[src/sensor_regs_map.svh]
// Register map, field positions and key values of the sensor register bank
`ifndef SENSOR_REGS_MAP_SVH
`define SENSOR_REGS_MAP_SVH
`define REG_STATUS 8'h00
`define REG_PRES_VALUE 8'h01
`define REG_TEMP_VALUE 8'h02
`define REG_RAW_PRES 8'h03
`define REG_RAW_TEMP 8'h04
`define REG_KEY 8'h05
`define BIT_DONE 0
`define BIT_WR_ENABLE 3
`define BIT_AUTO 8
`define KEY_CLEAR 32'h0000_0000
`define KEY_SET 32'h0000_1016
`define DEV_ADDR_DEFAULT 7'h02
`define BYTES_PER_REG 3'h4
`define BITS_PER_BYTE 4'h8
`define LAST_BIT 4'h7
`define WORD_ZERO 32'h0000_0000
`endif

[src/sensor_regs_pkg.sv]
// Types shared by the sensor register bank
package sensor_regs_pkg;
    // Latest results delivered by the measurement engine
    typedef struct packed {
        logic [31:0] compPres;
        logic [31:0] compTemp;
        logic [31:0] rawPres;
        logic [31:0] rawTemp;
    } result_set_t;

    // Target port sequencer states
    typedef enum logic [3:0] {
        ST_IDLE = 4'b0000,
        ST_DEV = 4'b0001,
        ST_DEVACK = 4'b0010,
        ST_PTR = 4'b0011,
        ST_PTRACK = 4'b0100,
        ST_WDATA = 4'b0101,
        ST_WACK = 4'b0110,
        ST_RDATA = 4'b0111,
        ST_RACK = 4'b1000
    } port_state_t;
endpackage

[src/sensor_result_and_key_regs.sv]
// Result and key registers of the pressure transducer behind its two-wire target port
// How it works
// - Register 1 returns compensated pressure, read-only
// - Result read in auto mode clears conversion flag
// - Register 2 returns compensated temperature, read-only
// - Register 3 returns raw pressure count, read-only
// - Register 4 returns raw temperature count, read-only
// - Register 5 write-only key sets/clears enable
// - Key 0 clears, key 4118 sets enable
// - Transfers of one or more bytes accepted, last four bytes kept
// - Status bit 8 enters auto-update mode
`timescale 1ns/10ps
`include "sensor_regs_map.svh"

module sensor_result_and_key_regs
    import sensor_regs_pkg::*;
#(
    parameter logic [6:0] DEV_ADDR = `DEV_ADDR_DEFAULT
) (
    // Clock and reset
    input wire logic ref_clk,
    input wire logic reset,
    // Two-wire pins
    input wire logic sclIn,
    input wire logic sdaIn,
    output logic sdaOut_q,
    output logic sdaOe_q,
    // Measurement engine
    input wire logic resultUpdate,
    input wire result_set_t resultIn,
    output logic autoMode_q,
    output logic convRequest_q,
    output logic convDone_q,
    output logic configWriteEnable_q
);

    // Pin synchronisers and edge history
    logic sclMeta_q, sclSync_q, sclPrev_q;
    logic sdaMeta_q, sdaSync_q, sdaPrev_q;
    // Sequencer
    port_state_t state_q, state_d;
    logic [3:0] bitCnt_q;
    logic [7:0] shift_q;
    logic [7:0] ptr_q;
    logic readDir_q;
    logic hostAck_q;
    logic [2:0] byteCnt_q;
    logic [31:0] wrWord_q;
    logic [31:0] rdWord_q;
    result_set_t results_q;

    // Pins pass two flops before any logic reads them
    always_ff @(posedge ref_clk) begin
        if (reset) begin
            sclMeta_q <= 1'b1;
            sclSync_q <= 1'b1;
            sclPrev_q <= 1'b1;
            sdaMeta_q <= 1'b1;
            sdaSync_q <= 1'b1;
            sdaPrev_q <= 1'b1;
        end else begin
            sclMeta_q <= sclIn;
            sclSync_q <= sclMeta_q;
            sclPrev_q <= sclSync_q;
            sdaMeta_q <= sdaIn;
            sdaSync_q <= sdaMeta_q;
            sdaPrev_q <= sdaSync_q;
        end
    end

    // Bus conditions
    wire sclRise = sclSync_q && !sclPrev_q;
    wire sclFall = !sclSync_q && sclPrev_q;
    wire startCond = sclSync_q && sclPrev_q && sdaPrev_q && !sdaSync_q;
    wire stopCond = sclSync_q && sclPrev_q && !sdaPrev_q && sdaSync_q;
    wire byteDone = bitCnt_q == `BITS_PER_BYTE;
    wire rxState = state_q == ST_DEV || state_q == ST_PTR || state_q == ST_WDATA;
    wire inWrite = state_q == ST_WDATA || state_q == ST_WACK;

    // Write commit at stop or repeated start, one or more bytes, last four kept
    wire commitWr = (stopCond || startCond) && inWrite && byteCnt_q != 3'h0;
    wire commitStatus = commitWr && ptr_q == `REG_STATUS;
    wire commitKey = commitWr && ptr_q == `REG_KEY;
    wire keyClear = commitKey && wrWord_q == `KEY_CLEAR;
    wire keySet = commitKey && wrWord_q == `KEY_SET;

    // Read word is fetched when the read address byte is acknowledged
    wire readLoad = sclFall && state_q == ST_DEVACK && readDir_q;
    wire ptrIsResult = ptr_q >= `REG_PRES_VALUE && ptr_q <= `REG_RAW_TEMP;
    wire readClearsConv = readLoad && ptrIsResult && autoMode_q;
    wire statusClearConv = commitStatus && !wrWord_q[`BIT_DONE];

    // Register read decode; unmapped and write-only addresses read zero
    wire [31:0] statusWord = (32'(autoMode_q) << `BIT_AUTO)
        | (32'(configWriteEnable_q) << `BIT_WR_ENABLE) | (32'(convDone_q) << `BIT_DONE);
    logic [31:0] readMux;
    always_comb begin
        case (ptr_q)
            `REG_STATUS: readMux = statusWord;
            `REG_PRES_VALUE: readMux = results_q.compPres;
            `REG_TEMP_VALUE: readMux = results_q.compTemp;
            `REG_RAW_PRES: readMux = results_q.rawPres;
            `REG_RAW_TEMP: readMux = results_q.rawTemp;
            default: readMux = `WORD_ZERO;
        endcase
    end

    // Next sequencer state
    always_comb begin
        state_d = state_q;
        if (stopCond) begin
            state_d = ST_IDLE;
        end else if (startCond) begin
            state_d = ST_DEV;
        end else if (sclFall) begin
            case (state_q)
                ST_DEV: state_d = !byteDone ? ST_DEV
                    : (shift_q[7:1] == DEV_ADDR ? ST_DEVACK : ST_IDLE);
                ST_DEVACK: state_d = readDir_q ? ST_RDATA : ST_PTR;
                ST_PTR: state_d = byteDone ? ST_PTRACK : ST_PTR;
                ST_PTRACK: state_d = ST_WDATA;
                ST_WDATA: state_d = byteDone ? ST_WACK : ST_WDATA;
                ST_WACK: state_d = ST_WDATA;
                ST_RDATA: state_d = bitCnt_q == `LAST_BIT ? ST_RACK : ST_RDATA;
                ST_RACK: state_d = hostAck_q ? ST_RDATA : ST_IDLE;
                default: state_d = ST_IDLE;
            endcase
        end
    end

    // Sequencer registers and serial data path
    always_ff @(posedge ref_clk) begin
        if (reset) begin
            state_q <= ST_IDLE;
            bitCnt_q <= 4'h0;
            shift_q <= 8'h00;
            ptr_q <= 8'h00;
            readDir_q <= 1'b0;
            hostAck_q <= 1'b0;
            byteCnt_q <= 3'h0;
            wrWord_q <= `WORD_ZERO;
            rdWord_q <= `WORD_ZERO;
            sdaOe_q <= 1'b0;
            sdaOut_q <= 1'b0;
        end else begin
            state_q <= state_d;
            if (startCond || stopCond) begin
                bitCnt_q <= 4'h0;
                sdaOe_q <= 1'b0;
            end else if (sclRise) begin
                if (rxState) begin
                    shift_q <= {shift_q[6:0], sdaSync_q};
                    bitCnt_q <= bitCnt_q + 4'h1;
                end
                if (state_q == ST_RACK) begin
                    hostAck_q <= !sdaSync_q;
                end
            end else if (sclFall) begin
                case (state_q)
                    ST_DEV: begin
                        if (byteDone) begin
                            readDir_q <= shift_q[0];
                            sdaOe_q <= shift_q[7:1] == DEV_ADDR;
                        end
                    end
                    ST_DEVACK: begin
                        bitCnt_q <= 4'h0;
                        byteCnt_q <= 3'h0;
                        wrWord_q <= `WORD_ZERO;
                        rdWord_q <= readMux;
                        sdaOe_q <= readDir_q && !readMux[31];
                    end
                    ST_PTR: begin
                        if (byteDone) begin
                            ptr_q <= shift_q;
                            sdaOe_q <= 1'b1;
                        end
                    end
                    ST_WDATA: begin
                        if (byteDone) begin
                            wrWord_q <= {wrWord_q[23:0], shift_q};
                            if (byteCnt_q != `BYTES_PER_REG) begin
                                byteCnt_q <= byteCnt_q + 3'h1;
                            end
                            sdaOe_q <= 1'b1;
                        end
                    end
                    ST_PTRACK, ST_WACK: begin
                        bitCnt_q <= 4'h0;
                        sdaOe_q <= 1'b0;
                    end
                    ST_RDATA: begin
                        rdWord_q <= {rdWord_q[30:0], 1'b0};
                        bitCnt_q <= bitCnt_q + 4'h1;
                        sdaOe_q <= bitCnt_q != `LAST_BIT && !rdWord_q[30];
                    end
                    ST_RACK: begin
                        bitCnt_q <= 4'h0;
                        sdaOe_q <= hostAck_q && !rdWord_q[31];
                    end
                    default: sdaOe_q <= 1'b0;
                endcase
            end
        end
    end

    // Results, status flags and key; engine updates win over clears
    always_ff @(posedge ref_clk) begin
        if (reset) begin
            results_q <= '0;
            convDone_q <= 1'b0;
            configWriteEnable_q <= 1'b0;
            autoMode_q <= 1'b0;
            convRequest_q <= 1'b0;
        end else begin
            if (resultUpdate) begin
                results_q <= resultIn;
            end
            if (resultUpdate) begin
                convDone_q <= 1'b1;
            end else if (readClearsConv || statusClearConv) begin
                convDone_q <= 1'b0;
            end
            if (keySet) begin
                configWriteEnable_q <= 1'b1;
            end else if (keyClear) begin
                configWriteEnable_q <= 1'b0;
            end
            if (commitStatus) begin
                autoMode_q <= wrWord_q[`BIT_AUTO];
            end
            convRequest_q <= commitStatus && wrWord_q[`BIT_DONE];
        end
    end
endmodule
[config.mk]
export PLATFORM = sky130hd
export DESIGN_NAME = sensor_result_and_key_regs
export DESIGN_NICKNAME = d
export VERILOG_FILES = /design/src/sensor_regs_pkg.sv /design/src/sensor_result_and_key_regs.sv
export VERILOG_INCLUDE_DIRS = /design/src /design/src/src
export SDC_FILE = /design/constraint.sdc
export NUM_CORES = 1
export LEC_CHECK = 0
export ABC_CLOCK_PERIOD_IN_PS = 2170
export BUFFER_PORTS_ARGS = -buffer_cell sky130_fd_sc_hd__clkbuf_2
export CORE_UTILIZATION = 57
export DETAILED_ROUTE_END_ITERATION = 7
export PLACE_DENSITY_LB_ADDON = 0.1
export SYNTH_ARGS = -nofsm -noshare
export SYNTH_HDL_FRONTEND = slang
export SYNTH_SLANG_ARGS = --single-unit
[constraint.sdc]
create_clock -name ref_clk -period 2.17 [get_ports ref_clk]
set_input_delay 0.434 -clock ref_clk [delete_from_list [all_inputs] [get_ports ref_clk]]
set_output_delay 0.434 -clock ref_clk [all_outputs]
set_load 0.01 [all_outputs]
### Word-level counts from Yosys, hierarchy flattened

Cells that the tools add are included.

| cells by class | value |
|---|---|
| reduce and logical (&&, ||, !) cells | 61 |
| magnitude comparators | 2 |
| muxes and demuxes | 28 |
| equal/unequal tests | 24 |
| $add $sub $neg | 2 |
| bitwise gates (word level) | 4 |

Operator list:

| kind | count |
|---|---|
| 32-bit case mux with 5 select lines | 1 |
| 32-bit case mux with 2 select lines | 2 |
| 32-bit by 13-bit == test with 1-bit output (second input constant) | 1 |
| 32-bit logical NOT | 1 |
| 32-bit two-way mux | 1 |
| 4-bit case mux with 7 select lines | 1 |
| 1-bit logical AND | 23 |
| 4-bit by 3-bit == test with 1-bit output (second input constant) | 5 |
| 8-bit by 2-bit == test with 1-bit output (second input constant) | 2 |
| 8-bit by 3-bit == test with 1-bit output (second input constant) | 2 |
| 4-bit two-way mux | 4 |
| 3-bit two-way mux | 5 |
| 5-bit AND reduction | 3 |
| 2-bit nonzero test | 6 |
| 9-bit by 1-bit OR with 9-bit output | 1 |
| 9-bit by 4-bit OR with 9-bit output | 1 |
| 3-bit AND reduction | 3 |
| 4-bit by 2-bit == test with 1-bit output (second input constant) | 2 |
| 4-bit == test (second input constant) | 2 |
| 8-bit by 1-bit == test with 1-bit output (second input constant) | 1 |
| 8-bit by 1-bit greater-or-equal comparator with 1-bit output (second input constant) | 1 |
| 8-bit by 3-bit <= comparator with 1-bit output (second input constant) | 1 |
| 1-bit logical NOT | 8 |
| 8-bit logical NOT | 1 |
| 21 further kinds | 43 |

| storage, ports and cells | value |
|---|---|
| output and inout bits | 6 |
| bits in registers | 232 |
| word-level logic and storage cells | 146 |

### Logic depth before layout (Yosys ltp)

Gate-level depths: netlist (run 1).

| depth | value |
|---|---|
| word-level depth | 11 |
| mapped depth | 9 |
| gate-level depth less buffers | 7 |

### Worst setup path before layout (run 1)

No wires, ideal clock.

| timing | value |
|---|---|
| path type | reg2reg |
| start | register state_q[3] |
| end | register rdWord_q[21] |
| clock period less this slack | 1.814 ns |
| stages on the path, launching flop included | 9 |
| required time | 2.094 ns |
| library setup time | 0.076 ns |
| setup slack | 0.356 ns |
| path buffers | 4 |
| data arrival time | 1.738 ns |
| cell sequence | dfxtp_1 buf_2 nand2b_1 a211o_1 buf_2 or3_1 buf_4 buf_6 o22ai_1 |

| on the way | value |
|---|---|
| longest elaborated chain between the ends | 3 |

Ends and longest elaborated chain:

| what | RTL line | source |
|---|---|---|
| from (decl) | sensor_result_and_key_regs.sv:41 | `port_state_t state_q, state_d;` |
| from (signal assigned) | sensor_result_and_key_regs.sv:146 | `state_q <= state_d;` |
| 4-bit by 2-bit == test with 1-bit output or 4-bit by 3-bit == test with 1-bit output (tied branches) | sensor_result_and_key_regs.sv:159 | `case (state_q)` |
| 2-bit nonzero test (no source line) | -- |  |
| 4-bit AND reduction (no source line) | -- |  |
| to (signal assigned) | sensor_result_and_key_regs.sv:142 | `` rdWord_q <= `WORD_ZERO; `` |
| to (signal assigned) | sensor_result_and_key_regs.sv:170 | `rdWord_q <= readMux;` |
| to (signal assigned) | sensor_result_and_key_regs.sv:193 | `rdWord_q <= {rdWord_q[30:0], 1'b0};` |
| to (decl) | sensor_result_and_key_regs.sv:49 | `logic [31:0] rdWord_q;` |

Several ways; a longest one is shown, not always the timed one.
A chain may end at the register's enable or synchronous reset.

### Final worst setup path (run 1)

| timing | value |
|---|---|
| start | register state_q[2] |
| end | register wrWord_q[27] |

| on the way | value |
|---|---|
| longest elaborated chain between the ends | 3 |

Ends and longest elaborated chain:

| what | RTL line | source |
|---|---|---|
| 4-bit by 3-bit == test with 1-bit output or 4-bit by 2-bit == test with 1-bit output (tied branches) | sensor_result_and_key_regs.sv:159 |  |
| 2-bit != test (no source line) or 2-bit nonzero test (tied branches) | -- |  |
| 5-bit AND reduction (no source line) | -- |  |
| to (signal assigned) | sensor_result_and_key_regs.sv:141 | `` wrWord_q <= `WORD_ZERO; `` |
| to (signal assigned) | sensor_result_and_key_regs.sv:169 | `` wrWord_q <= `WORD_ZERO; `` |
| to (signal assigned) | sensor_result_and_key_regs.sv:181 | `wrWord_q <= {wrWord_q[23:0], shift_q};` |
| to (decl) | sensor_result_and_key_regs.sv:48 | `logic [31:0] wrWord_q;` |

Several ways; a longest one is shown, not always the timed one.

==> flow_summary.json, run 1 <==
{
  "synthTopCellsByArea": "dfxtp_1 47%, mux2i_1 18%, nor2_1 6.1%",
  "htreeDepth": 1,
  "grt_pass1_wl_um": 38000,
  "drtAntennaViolNets": 0,
  "vias": 7954,
  "avgSynthCellArea_sq_um": 9.55,
  "power.density_nw_per_um2": 764,
  "postCtsHoldBufs": 0,
  "synth_top_area_cell": "dfxtp_1",
  "syn_nets": 1168,
  "yosysMostFrequentCell": "dfxtp_1",
  "grt_busiest_layer": "met2",
  "drtIter0Drc": 501,
  "hold_viol_final": 0,
  "p_total_mw": 8.85,
  "max_slew.worst_pin.slew_ns": 0.730,
  "drive_gt1_frac": 0.192,
  "globalplace.congestion": 0.881,
  "vdd_ir_drop_max_mv": 0.679,
  "clk_path_buf_depth": 3,
  "rrSetupSlack_ns": 0.22,
  "hold_class": "in2reg",
  "hold_path_depth": 2,
  "first_global_vias": 7592,
  "max_freq_ghz": 0.513,
  "regArea_sq_um": 4650,
  "yosys_warnings": 0,
  "outcome": "finished, final reports clean",
  "final-max-slew-violation-count": 0,
  "die_area_sq_um": 17800,
  "ys_ff_latch": 232,
  "synth_edf_count": 0,
  "cts_tree": "done",
  "cts_root_buffer": "clkbuf_16",
  "grt_use_met3": 0.0468,
  "startpoint_type": "register",
  "die-height_um": 133,
  "yosys-top-cells-count": "232 x dfxtp_1, 173 x mux2i_1, 161 x nor2_1, 57 x clkbuf_1, 54 x a21oi_1",
  "grt_usage": 0.261,
  "drc": 0,
  "synth_area_sq_um": 9840,
  "arrival_ns": 2.34,
  "antenna_found_initial": 1,
  "die_x_um": 133,
  "n_fill_cell": 1378,
  "clk_latency_ns": 0.50,
  "initial_utilization": 0.589,
  "final_nets": 1282,
  "skew_ns": 0.00405,
  "crit_path_end_kind": "register",
  "r2r_cells": 6,
  "grtUsageMet1": 0.360,
  "antenna_cells": 0,
  "fin_tns_setup_ns": 0,
  "wl_per_cell_um": 17.0,
  "ys_seq_area_frac": 0.472,
  "period_needed_ns": 1.95,
  "grtUsageMet2": 0.424,
  "leakage_nw": 4.94,
  "detailed_place_hpwl_um": 15600,
  "num_io_pins": 139,
  "multiInputGateArea_sq_um": 4830,
  "syn_inst": 1031,
  "vias_per_cell": 5.78,
  "rsz0062_at_grt": "false",
  "grt_overflow": 0,
  "maxCapViolations": 0,
  "cts_setup_buffers": 0,
  "cts_buffers": 24,
  "core_sq_um": 16700,
  "wl_um": 23300,
  "grt_max_degree": 58,
  "yosys_most_used_dff": "dfxtp_1",
  "synthArstFlopShare": 0,
  "setup.worst_path.class": "reg2reg",
  "yosysUniqueCellTypes": 58,
  "num_rows": 47,
  "required_ns": 2.56,
  "io_buffers": 137,
  "synth_top_area_frac": 0.472,
  "dr.pass1.iters": 5,
  "critPathMaxFanout": 30,
  "maxSlewHeadroom": 0.511,
  "area_delta_synth_final_pct": 17.7,
  "fin_crit_sh": 0.899,
  "ctsResizeCount": 0,
  "clock-sinks": 232,
  "clkSlewWorstSetupHoldPaths_ns": 0.06,
  "setup_viol": 0
}
[logic make-up (layout without fill, tap and decap cells)]
| family | count (synthesis) | after routing | share of synthesized area |
|---|---|---|---|
| adders and majority gates | 4 | 4 | 0.00508 |
| AOI/OAI and AO/OA | 212 | 212 | 0.151 |
| other | 1 | 1 | 0.000381 |
| DFF | 232 | 232 | 0.472 |
| buffers and inverters | 96 | 220 | 0.0403 |
| muxes | 173 | 173 | 0.176 |
| xor gates and xnor gates | 6 | 6 | 0.00534 |
| and+or+nand+nor | 307 | 307 | 0.150 |
[placed cells by master (no fill, tap or decap), types with 25 or more instances in the layout]
| cell type | n |
|---|---|
| a21oi_1 | 54 |
| a22o_1 | 29 |
| a22oi_1 | 28 |
| and3_1 | 33 |
| buf_4 | 28 |
| clkbuf_16 | 25 |
| clkbuf_2 | 135 |
| dfxtp_1 | 230 |
| mux2i_1 | 173 |
| nand2_1 | 31 |
| nor2_1 | 161 |
| o22a_1 | 27 |
| o22ai_1 | 34 |
[power breakdown]
| group | leakage (nW) | switching, mW | internal [mW] | total [mW] |
|---|---|---|---|---|
| combinational | 2.70 | 0.306 | 0.296 | 0.602 |
| sequential | 1.90 | 0.0864 | 4.41 | 4.50 |
| clock | 0.341 | 1.57 | 2.18 | 3.75 |
| total | 4.94 | 1.97 | 6.88 | 8.85 |
[metrics by stage]
stage / hold slack [ns] / std cells / instance area [sq um] / utilization / setup WS [ns]
after global placement: 0.391 / 1339 / 10900 / 0.651 / 0.223
after detailed placement: 0.397 / 1339 / 10900 / 0.651 / 0.200
after CTS: 0.0905 / 1375 / 11600 / 0.693 / 0.152
after global routing: 0.101 / 1375 / 11600 / 0.694 / 0.0308
after floorplan: 0.389 / 1031 / 9840 / - / 0.356
final: 0.108 / 1375 / 11600 / 0.694 / 0.220
[routing by layer]
metal	vias to the layer above	share of wire
met5	-	0.00056
met4	2	0.017
li1	3938	-
met2	232	0.45
met1	3753	0.47
met3	29	0.060
[registers in the layout, summed over array words and instances, names as in the netlist, 3 cells and up]
name       cells
shift_q        8
wrWord_q      32
results_q    128
rdWord_q      32
bitCnt_q       4
ptr_q          8
state_q        4
byteCnt_q      3
[final cells by class]
cell class,instances,area share
Clock buffer,34,0.0595
Clock inverter,2,0.00108
Inverter,10,0.00324
Multi-Input combinational cell,703,0.417
Sequential cell,232,0.401
Tap cell,220,0.0238
Timing Repair Buffer,174,0.0940
[critical path, stage by stage, from the launching register on]
cell and delay [ns]:
dfxtp_1 0.53, nor4bb_2 0.41, a21oi_1 0.15, nor2_1 0.18, nor2_1 0.06, buf_4 0.25, a22o_1 0.27
[worst paths after layout]
path              startpoint            to
setup / recovery  state_q[2]  wrWord_q[27]
hold / removal         sclIn     sclMeta_q
setup reg to reg  state_q[2]  wrWord_q[27]
hold reg to reg    sdaMeta_q     sdaSync_q
Note: power is estimated with default switching activity, not from simulation.
==> inputs of run 2 (changes only) <==
Settings changed: ABC_AREA set to 1, CORE_UTILIZATION 57 to 58, CTS_CLUSTER_SIZE set to 16.
==> run 2 against run 1 <==
  * Critical endpoint is now wrWord_q[31]
  * Global-route usage grew 2.6 points
  * Die area grew 1.9%
  * Worst setup slack improved by 0.076 ns
  * Largest cell class unchanged
  * Largest power group unchanged
  * Sequential power about the same
  * Via count grew 22%
  * Maximum frequency grew 4.0%
  * Clock power rose by 9.9%
  * Synthesized cell count rose by 38%
  * Count of clock-buffer cells in the layout decreased by 1
==> flow_summary.json, run 2 <==
{
  "outcome": "finished, final reports clean",
  "regMostFlops": "results_q",
  "hold_viol_final": 0,
  "worstPathCellList": "nor2_2 -> nand3_4 -> nand2_2 -> nand2_2 -> nor2_4 -> nand2_4 -> o21ai_0",
  "vias": 9729,
  "die_x_um": 135,
  "clkSlewWorstSetupHoldPaths_ns": 0.06,
  "place_ws_ns": 0.301,
  "setup_viol": 0,
  "path_delay_family": "simple AND/OR/NAND/NOR gates",
  "postCtsHoldBufs": 0,
  "yosysUniqueCellTypes": 37,
  "layout_commonest_cell": "nor2_1",
  "fin_util": 0.690,
  "drc": 0,
  "drtIter0Drc": 618,
  "ys_ff_latch": 232,
  "setup.worst_path.class": "reg2reg",
  "leakage_nw": 5.10,
  "synth_top_area_frac": 0.455,
  "die_area_sq_um": 18100,
  "synth_area_sq_um": 10200,
  "die-height_um": 135,
  "fin_crit_sh": 0.864,
  "n_fill_cell": 1539,
  "vias_per_cell": 5.53,
  "first_global_vias": 9071,
  "yosysMostFrequentCell": "nor2_1",
  "yosys_warnings": 0,
  "io_buffers": 137,
  "synth_edf_count": 0,
  "mostFrequentLayoutCells": "272 x nor2_1, 232 x dfxtp_1, 224 x o21ai_0",
  "initial_utilization": 0.592,
  "cpPeakStageDelay_ns": 0.41,
  "critPathBufInv": 0,
  "cts_tree": "done",
  "clk_latency_ns": 0.52,
  "ys_seq_area_frac": 0.455,
  "globalplace.congestion": 0.920,
  "arrival_ns": 2.30,
  "grt_pass1_wl_um": 42700,
  "dr.pass1.iters": 5,
  "htreeDepth": 1,
  "max_slew.worst_pin.slew_ns": 0.573,
  "hold_class": "in2reg",
  "yosys-top-cells-count": "275 x nor2_1, 232 x dfxtp_1, 224 x o21ai_0, 151 x nand3_1, 150 x nand2_1",
  "synthArstFlopShare": 0,
  "power.density_nw_per_um2": 773,
  "period_needed_ns": 1.87,
  "required_ns": 2.60,
  "grt_overflow": 0,
  "syn_inst": 1423,
  "startpoint_type": "register",
  "final-max-slew-violation-count": 0,
  "core_sq_um": 17200,
  "cts_root_buffer": "clkbuf_16",
  "skew_ns": 0.0116,
  "grt_usage": 0.287,
  "maxCapViolations": 0,
  "vdd_ir_drop_max_mv": 0.588,
  "clock-sinks": 232,
  "detailed_place_hpwl_um": 17300,
  "num_io_pins": 139,
  "synth_top_area_cell": "dfxtp_1",
  "ctsResizeCount": 0,
  "wl_per_cell_um": 14.6,
  "area_delta_synth_final_pct": 16.5,
  "maxSlewHeadroom": 0.618,
  "cts_setup_buffers": 0,
  "largest_reg_flops": 128,
  "wl_um": 25800,
  "antenna_cells": 0,
  "top_regs": "results_q: 128 flops, rdWord_q: 32 flops, wrWord_q: 32 flops",
  "clk_path_buf_depth": 3,
  "crit_slowest_cell": "dfxtp_1",
  "rsz0062_at_grt": "false",
  "max_freq_ghz": 0.534,
  "yosys_most_used_dff": "dfxtp_1",
  "drtAntennaViolNets": 0,
  "postLayoutSetupSlackWorst_ns": 0.296,
  "cts_buffers": 24,
  "num_rows": 48,
  "rrSetupSlack_ns": 0.30,
  "final_nets": 1655,
  "avgSynthCellArea_sq_um": 7.18,
  "syn_nets": 1560,
  "crit_top_cell": "nand2_2",
  "crit_path_end_kind": "register",
  "synthTopCellsByArea": "dfxtp_1 45%, o21ai_0 11%, nor2_1 10%",
  "grt_max_degree": 63,
  "drive_gt1_frac": 0.173,
  "critPathMaxFanout": 31,
  "antenna_found_initial": 0,
  "fin_tns_setup_ns": 0
}
-- run 2: cells by family (layout without fill, tap and decap cells) --
kind of cell,Yosys count,after routing,share of synthesized area
and+or+nand+nor,606,606,0.253
AOI/OAI and AO/OA,396,396,0.210
DFF,232,232,0.455
buffers and inverters,181,292,0.0736
adders and majority gates,4,4,0.00490
xor gates and xnor gates,3,3,0.00257
other,1,1,0.000367
-- run 2: path summary, 6_finish.rpt --
| kind | depth (start not counted) | startpoint | to |
|---|---|---|---|
| max | 7 | state_q[3] | wrWord_q[31] |
| min reg2reg | 1 | sdaMeta_q | sdaSync_q |
| min | 2 | sclIn | sclMeta_q |
| max reg2reg | 7 | state_q[3] | wrWord_q[31] |
-- run 2: power by group --
part           switching, mW  internal, mW  total (mW)
combinational          0.336         0.226       0.561
sequential            0.0773          4.43        4.51
clock                   1.65          2.47        4.12
total                   2.06          7.13        9.19
-- run 2: area by class of cell --
| cell class | count | area (sq um) | area share |
|---|---|---|---|
| clock buffer | 33 | 694 | 0.0584 |
| clock inverter | 9 | 106 | 0.00894 |
| inverter | 84 | 320 | 0.0269 |
| multi-input combinational | 1010 | 4820 | 0.405 |
| sequential | 232 | 4640 | 0.390 |
| tap | 225 | 282 | 0.0237 |
| timing repair buffer | 166 | 1030 | 0.0864 |
-- run 2: per-layer routing --
metal	up-vias	global-route usage	routed length (um)
met5	-	0	0
met4	0	0.0768	484
met3	45	0.0323	1350
met2	277	0.481	11900
met1	4499	0.391	12000
li1	4908	-	-
-- run 2: stage by stage --
step           std cells  power, mW  hold WS, ns  instance area (sq um)
2_1_floorplan       1423       4.91        0.389                  10200
3_3_place_gp        1717       5.14        0.393                  11100
3_5_place_dp        1717       5.16        0.405                  11100
4_1_cts             1759       9.26       0.0838                  11900
5_1_grt             1759       9.52        0.116                  11900
6_report            1759       9.19       0.0988                  11900
==> inputs of run 3 (changes only) <==
==> constraint.sdc (replaced) <==
create_clock -name ref_clk -period 2.17 [get_ports ref_clk]
set_input_delay 0.3255 -clock ref_clk [delete_from_list [all_inputs] [get_ports ref_clk]]
set_output_delay 0.3255 -clock ref_clk [all_outputs]
set_load 0.01 [all_outputs]
==> run 3 against run 2 <==
  * Sequential share of layout area decreased by 0.62 points
  * Hold slack worse by 0.083 ns
  * Final area grew 1.6%
  * Combinational power increased by 2%
  * Sequential cell count unchanged
  * Maximum frequency up 4.1%
  * Sequential power hardly changed
  * Clock skew rose by 0.0080 ns
  * Critical path depth unchanged
  * Die area stayed put
  * Register-to-register slack gained 0.07 ns
  * Final cell count is 0.51% higher
  * Highest routed layer unchanged
==> flow_summary.json, run 3 (synthesis results as in run 2) <==
{
  "detailed_place_hpwl_um": 17500,
  "first_global_vias": 8888,
  "skew_ns": 0.0195,
  "mostFrequentLayoutCells": "272 x nor2_1, 232 x dfxtp_1, 224 x o21ai_0",
  "outcome": "finished, final reports clean",
  "required_ns": 2.60,
  "layout_commonest_cell": "nor2_1",
  "holdWs_ns": 0.0159,
  "comb_power_share": 0.058,
  "rrSetupSlack_ns": 0.37,
  "hold_class": "in2reg",
  "grt_overflow": 0,
  "drtIter0Drc": 693,
  "globalplace.congestion": 0.903,
  "max_freq_ghz": 0.556,
  "period_needed_ns": 1.80,
  "grt_pass1_wl_um": 42400,
  "antenna_cells": 0,
  "antenna_found_initial": 0,
  "r2r_cells": 7,
  "io_buffers": 137,
  "core_sq_um": 17200,
  "hold_path_depth": 3,
  "largest_reg_flops": 128,
  "max_slew.worst_pin.slew_ns": 0.567,
  "final-max-slew-violation-count": 0,
  "leakage_nw": 5.19,
  "die_x_um": 135,
  "setup_viol": 0,
  "pwr-share-seq": 0.453,
  "power.density_nw_per_um2": 823,
  "dr.pass1.iters": 5,
  "vdd_ir_drop_max_mv": 0.769,
  "clock-sinks": 232,
  "fin_crit_sh": 0.829,
  "r2r_start": "state_q[3]",
  "n_fill_cell": 1478,
  "clkSlewWorstSetupHoldPaths_ns": 0.06,
  "wl_um": 26100,
  "hold_viol_final": 0,
  "p_sw_frac": 0.220,
  "fin_util": 0.702,
  "fin_tns_setup_ns": 0,
  "p_switching_mw": 2.19,
  "drtAntennaViolNets": 0,
  "vias_per_cell": 5.51,
  "p_int_mw": 7.77,
  "initial_utilization": 0.592,
  "r2r-end": "wrWord_q[11]",
  "cts_tree": "done",
  "crit_path_end_kind": "register",
  "wl_per_cell_um": 14.7,
  "clk_path_buf_depth": 3,
  "hp-start": "resultIn[87]",
  "critPathMaxFanout": 31,
  "cts_root_buffer": "clkbuf_16",
  "worstHoldEndpoint": "results_q[87]",
  "die-height_um": 135,
  "top_regs": "results_q: 128 flops, rdWord_q: 32 flops, wrWord_q: 32 flops",
  "regArea_sq_um": 4640,
  "htreeDepth": 1,
  "arrival_ns": 2.23,
  "vias": 9733,
  "final_nets": 1661,
  "setup.worst_path.class": "reg2reg",
  "p_total_mw": 9.95,
  "cts_buffers": 25,
  "ctsResizeCount": 0,
  "startpoint_type": "register",
  "num_rows": 48,
  "clk_latency_ns": 0.53,
  "maxCapViolations": 0,
  "drive_gt1_frac": 0.178,
  "num_io_pins": 139,
  "p_clk_frac": 0.489,
  "maxSlewHeadroom": 0.621,
  "grt_max_degree": 100,
  "multiInputGateArea_sq_um": 4820,
  "area_delta_synth_final_pct": 18.4,
  "die_area_sq_um": 18100,
  "cts_setup_buffers": 0,
  "postCtsHoldBufs": 2,
  "regMostFlops": "results_q",
  "drc": 0,
  "rsz0062_at_grt": "false",
  "grt_usage": 0.286
}
-- run 3: cell count changes in the layout (fill, tap and decap cells not counted) --
cell | before | now
buf_12 | 10 | 9
clkinv_2 | 6 | 4
dlygate4sd3_1 | 0 | 2
inv_6 | 0 | 2
clkbuf_16 | 24 | 25
clkbuf_8 | 6 | 4
clkbuf_1 | 3 | 1
buf_4 | 19 | 23
clkinvlp_4 | 0 | 2
bufinv_16 | 2 | 7
-- run 3: metrics by stage --
stage / worst slack [ns] / cells / area (sq um)
detailed placement: 0.394 / 1720 / 11100
global placement: 0.435 / 1720 / 11100
finish: 0.370 / 1768 / 12100
CTS: 0.377 / 1768 / 12100
floorplan: 0.621 / 1423 / 10200
global route: 0.209 / 1768 / 12100
-- run 3: worst max-delay path by stage --
stage	from	to	slack (ns)	depth (start not counted)
after detailed placement	state_q[3]	wrWord_q[11]	0.39	7
after global routing	bitCnt_q[0]	ptr_q[1]	0.21	7
final	state_q[3]	wrWord_q[11]	0.37	7
after CTS	state_q[3]	wrWord_q[11]	0.38	7
after floorplan	bitCnt_q[0]	wrWord_q[14]	0.62	10
after global placement	state_q[3]	wrWord_q[31]	0.43	7
-- run 3: layout make-up --
class                   instances  area share
well taps                     225      0.0233
clock buffers                  30      0.0566
flip-flops and latches        232       0.384
clock inverters                16      0.0231
repair buffers                171      0.0875
multi-input cells            1010       0.399
inverters                      84      0.0265
-- run 3: critical path, cell delays in order, from the launching register on --
cell     delay (ns)
dfxtp_1        0.40
nor2_2         0.25
nand3_4        0.16
nand2_2        0.13
nand2_2        0.06
nor2_4         0.15
nand2_4        0.31
o22ai_2        0.25
-- run 3: power by group through the flow --
stage                     Clock, mW  Combinational [mW]  Sequential (mW)
after floorplan                   0               0.327             4.58
after global placement            0               0.556             4.60
after detailed placement          0               0.565             4.60
after CTS                      4.91               0.575             4.51
after global routing           5.09               0.649             4.53
final                          4.87               0.574             4.51
-- run 3: layer usage --
layer | track usage | vias up | wire length, um | part of all wire
met5 | 0 | - | 0 | 0
met4 | 0.0799 | 0 | 582 | 0.022
met3 | 0.0357 | 49 | 1300 | 0.050
met2 | 0.470 | 283 | 12300 | 0.47
met1 | 0.396 | 4476 | 11900 | 0.46
li1 | - | 4925 | - | -
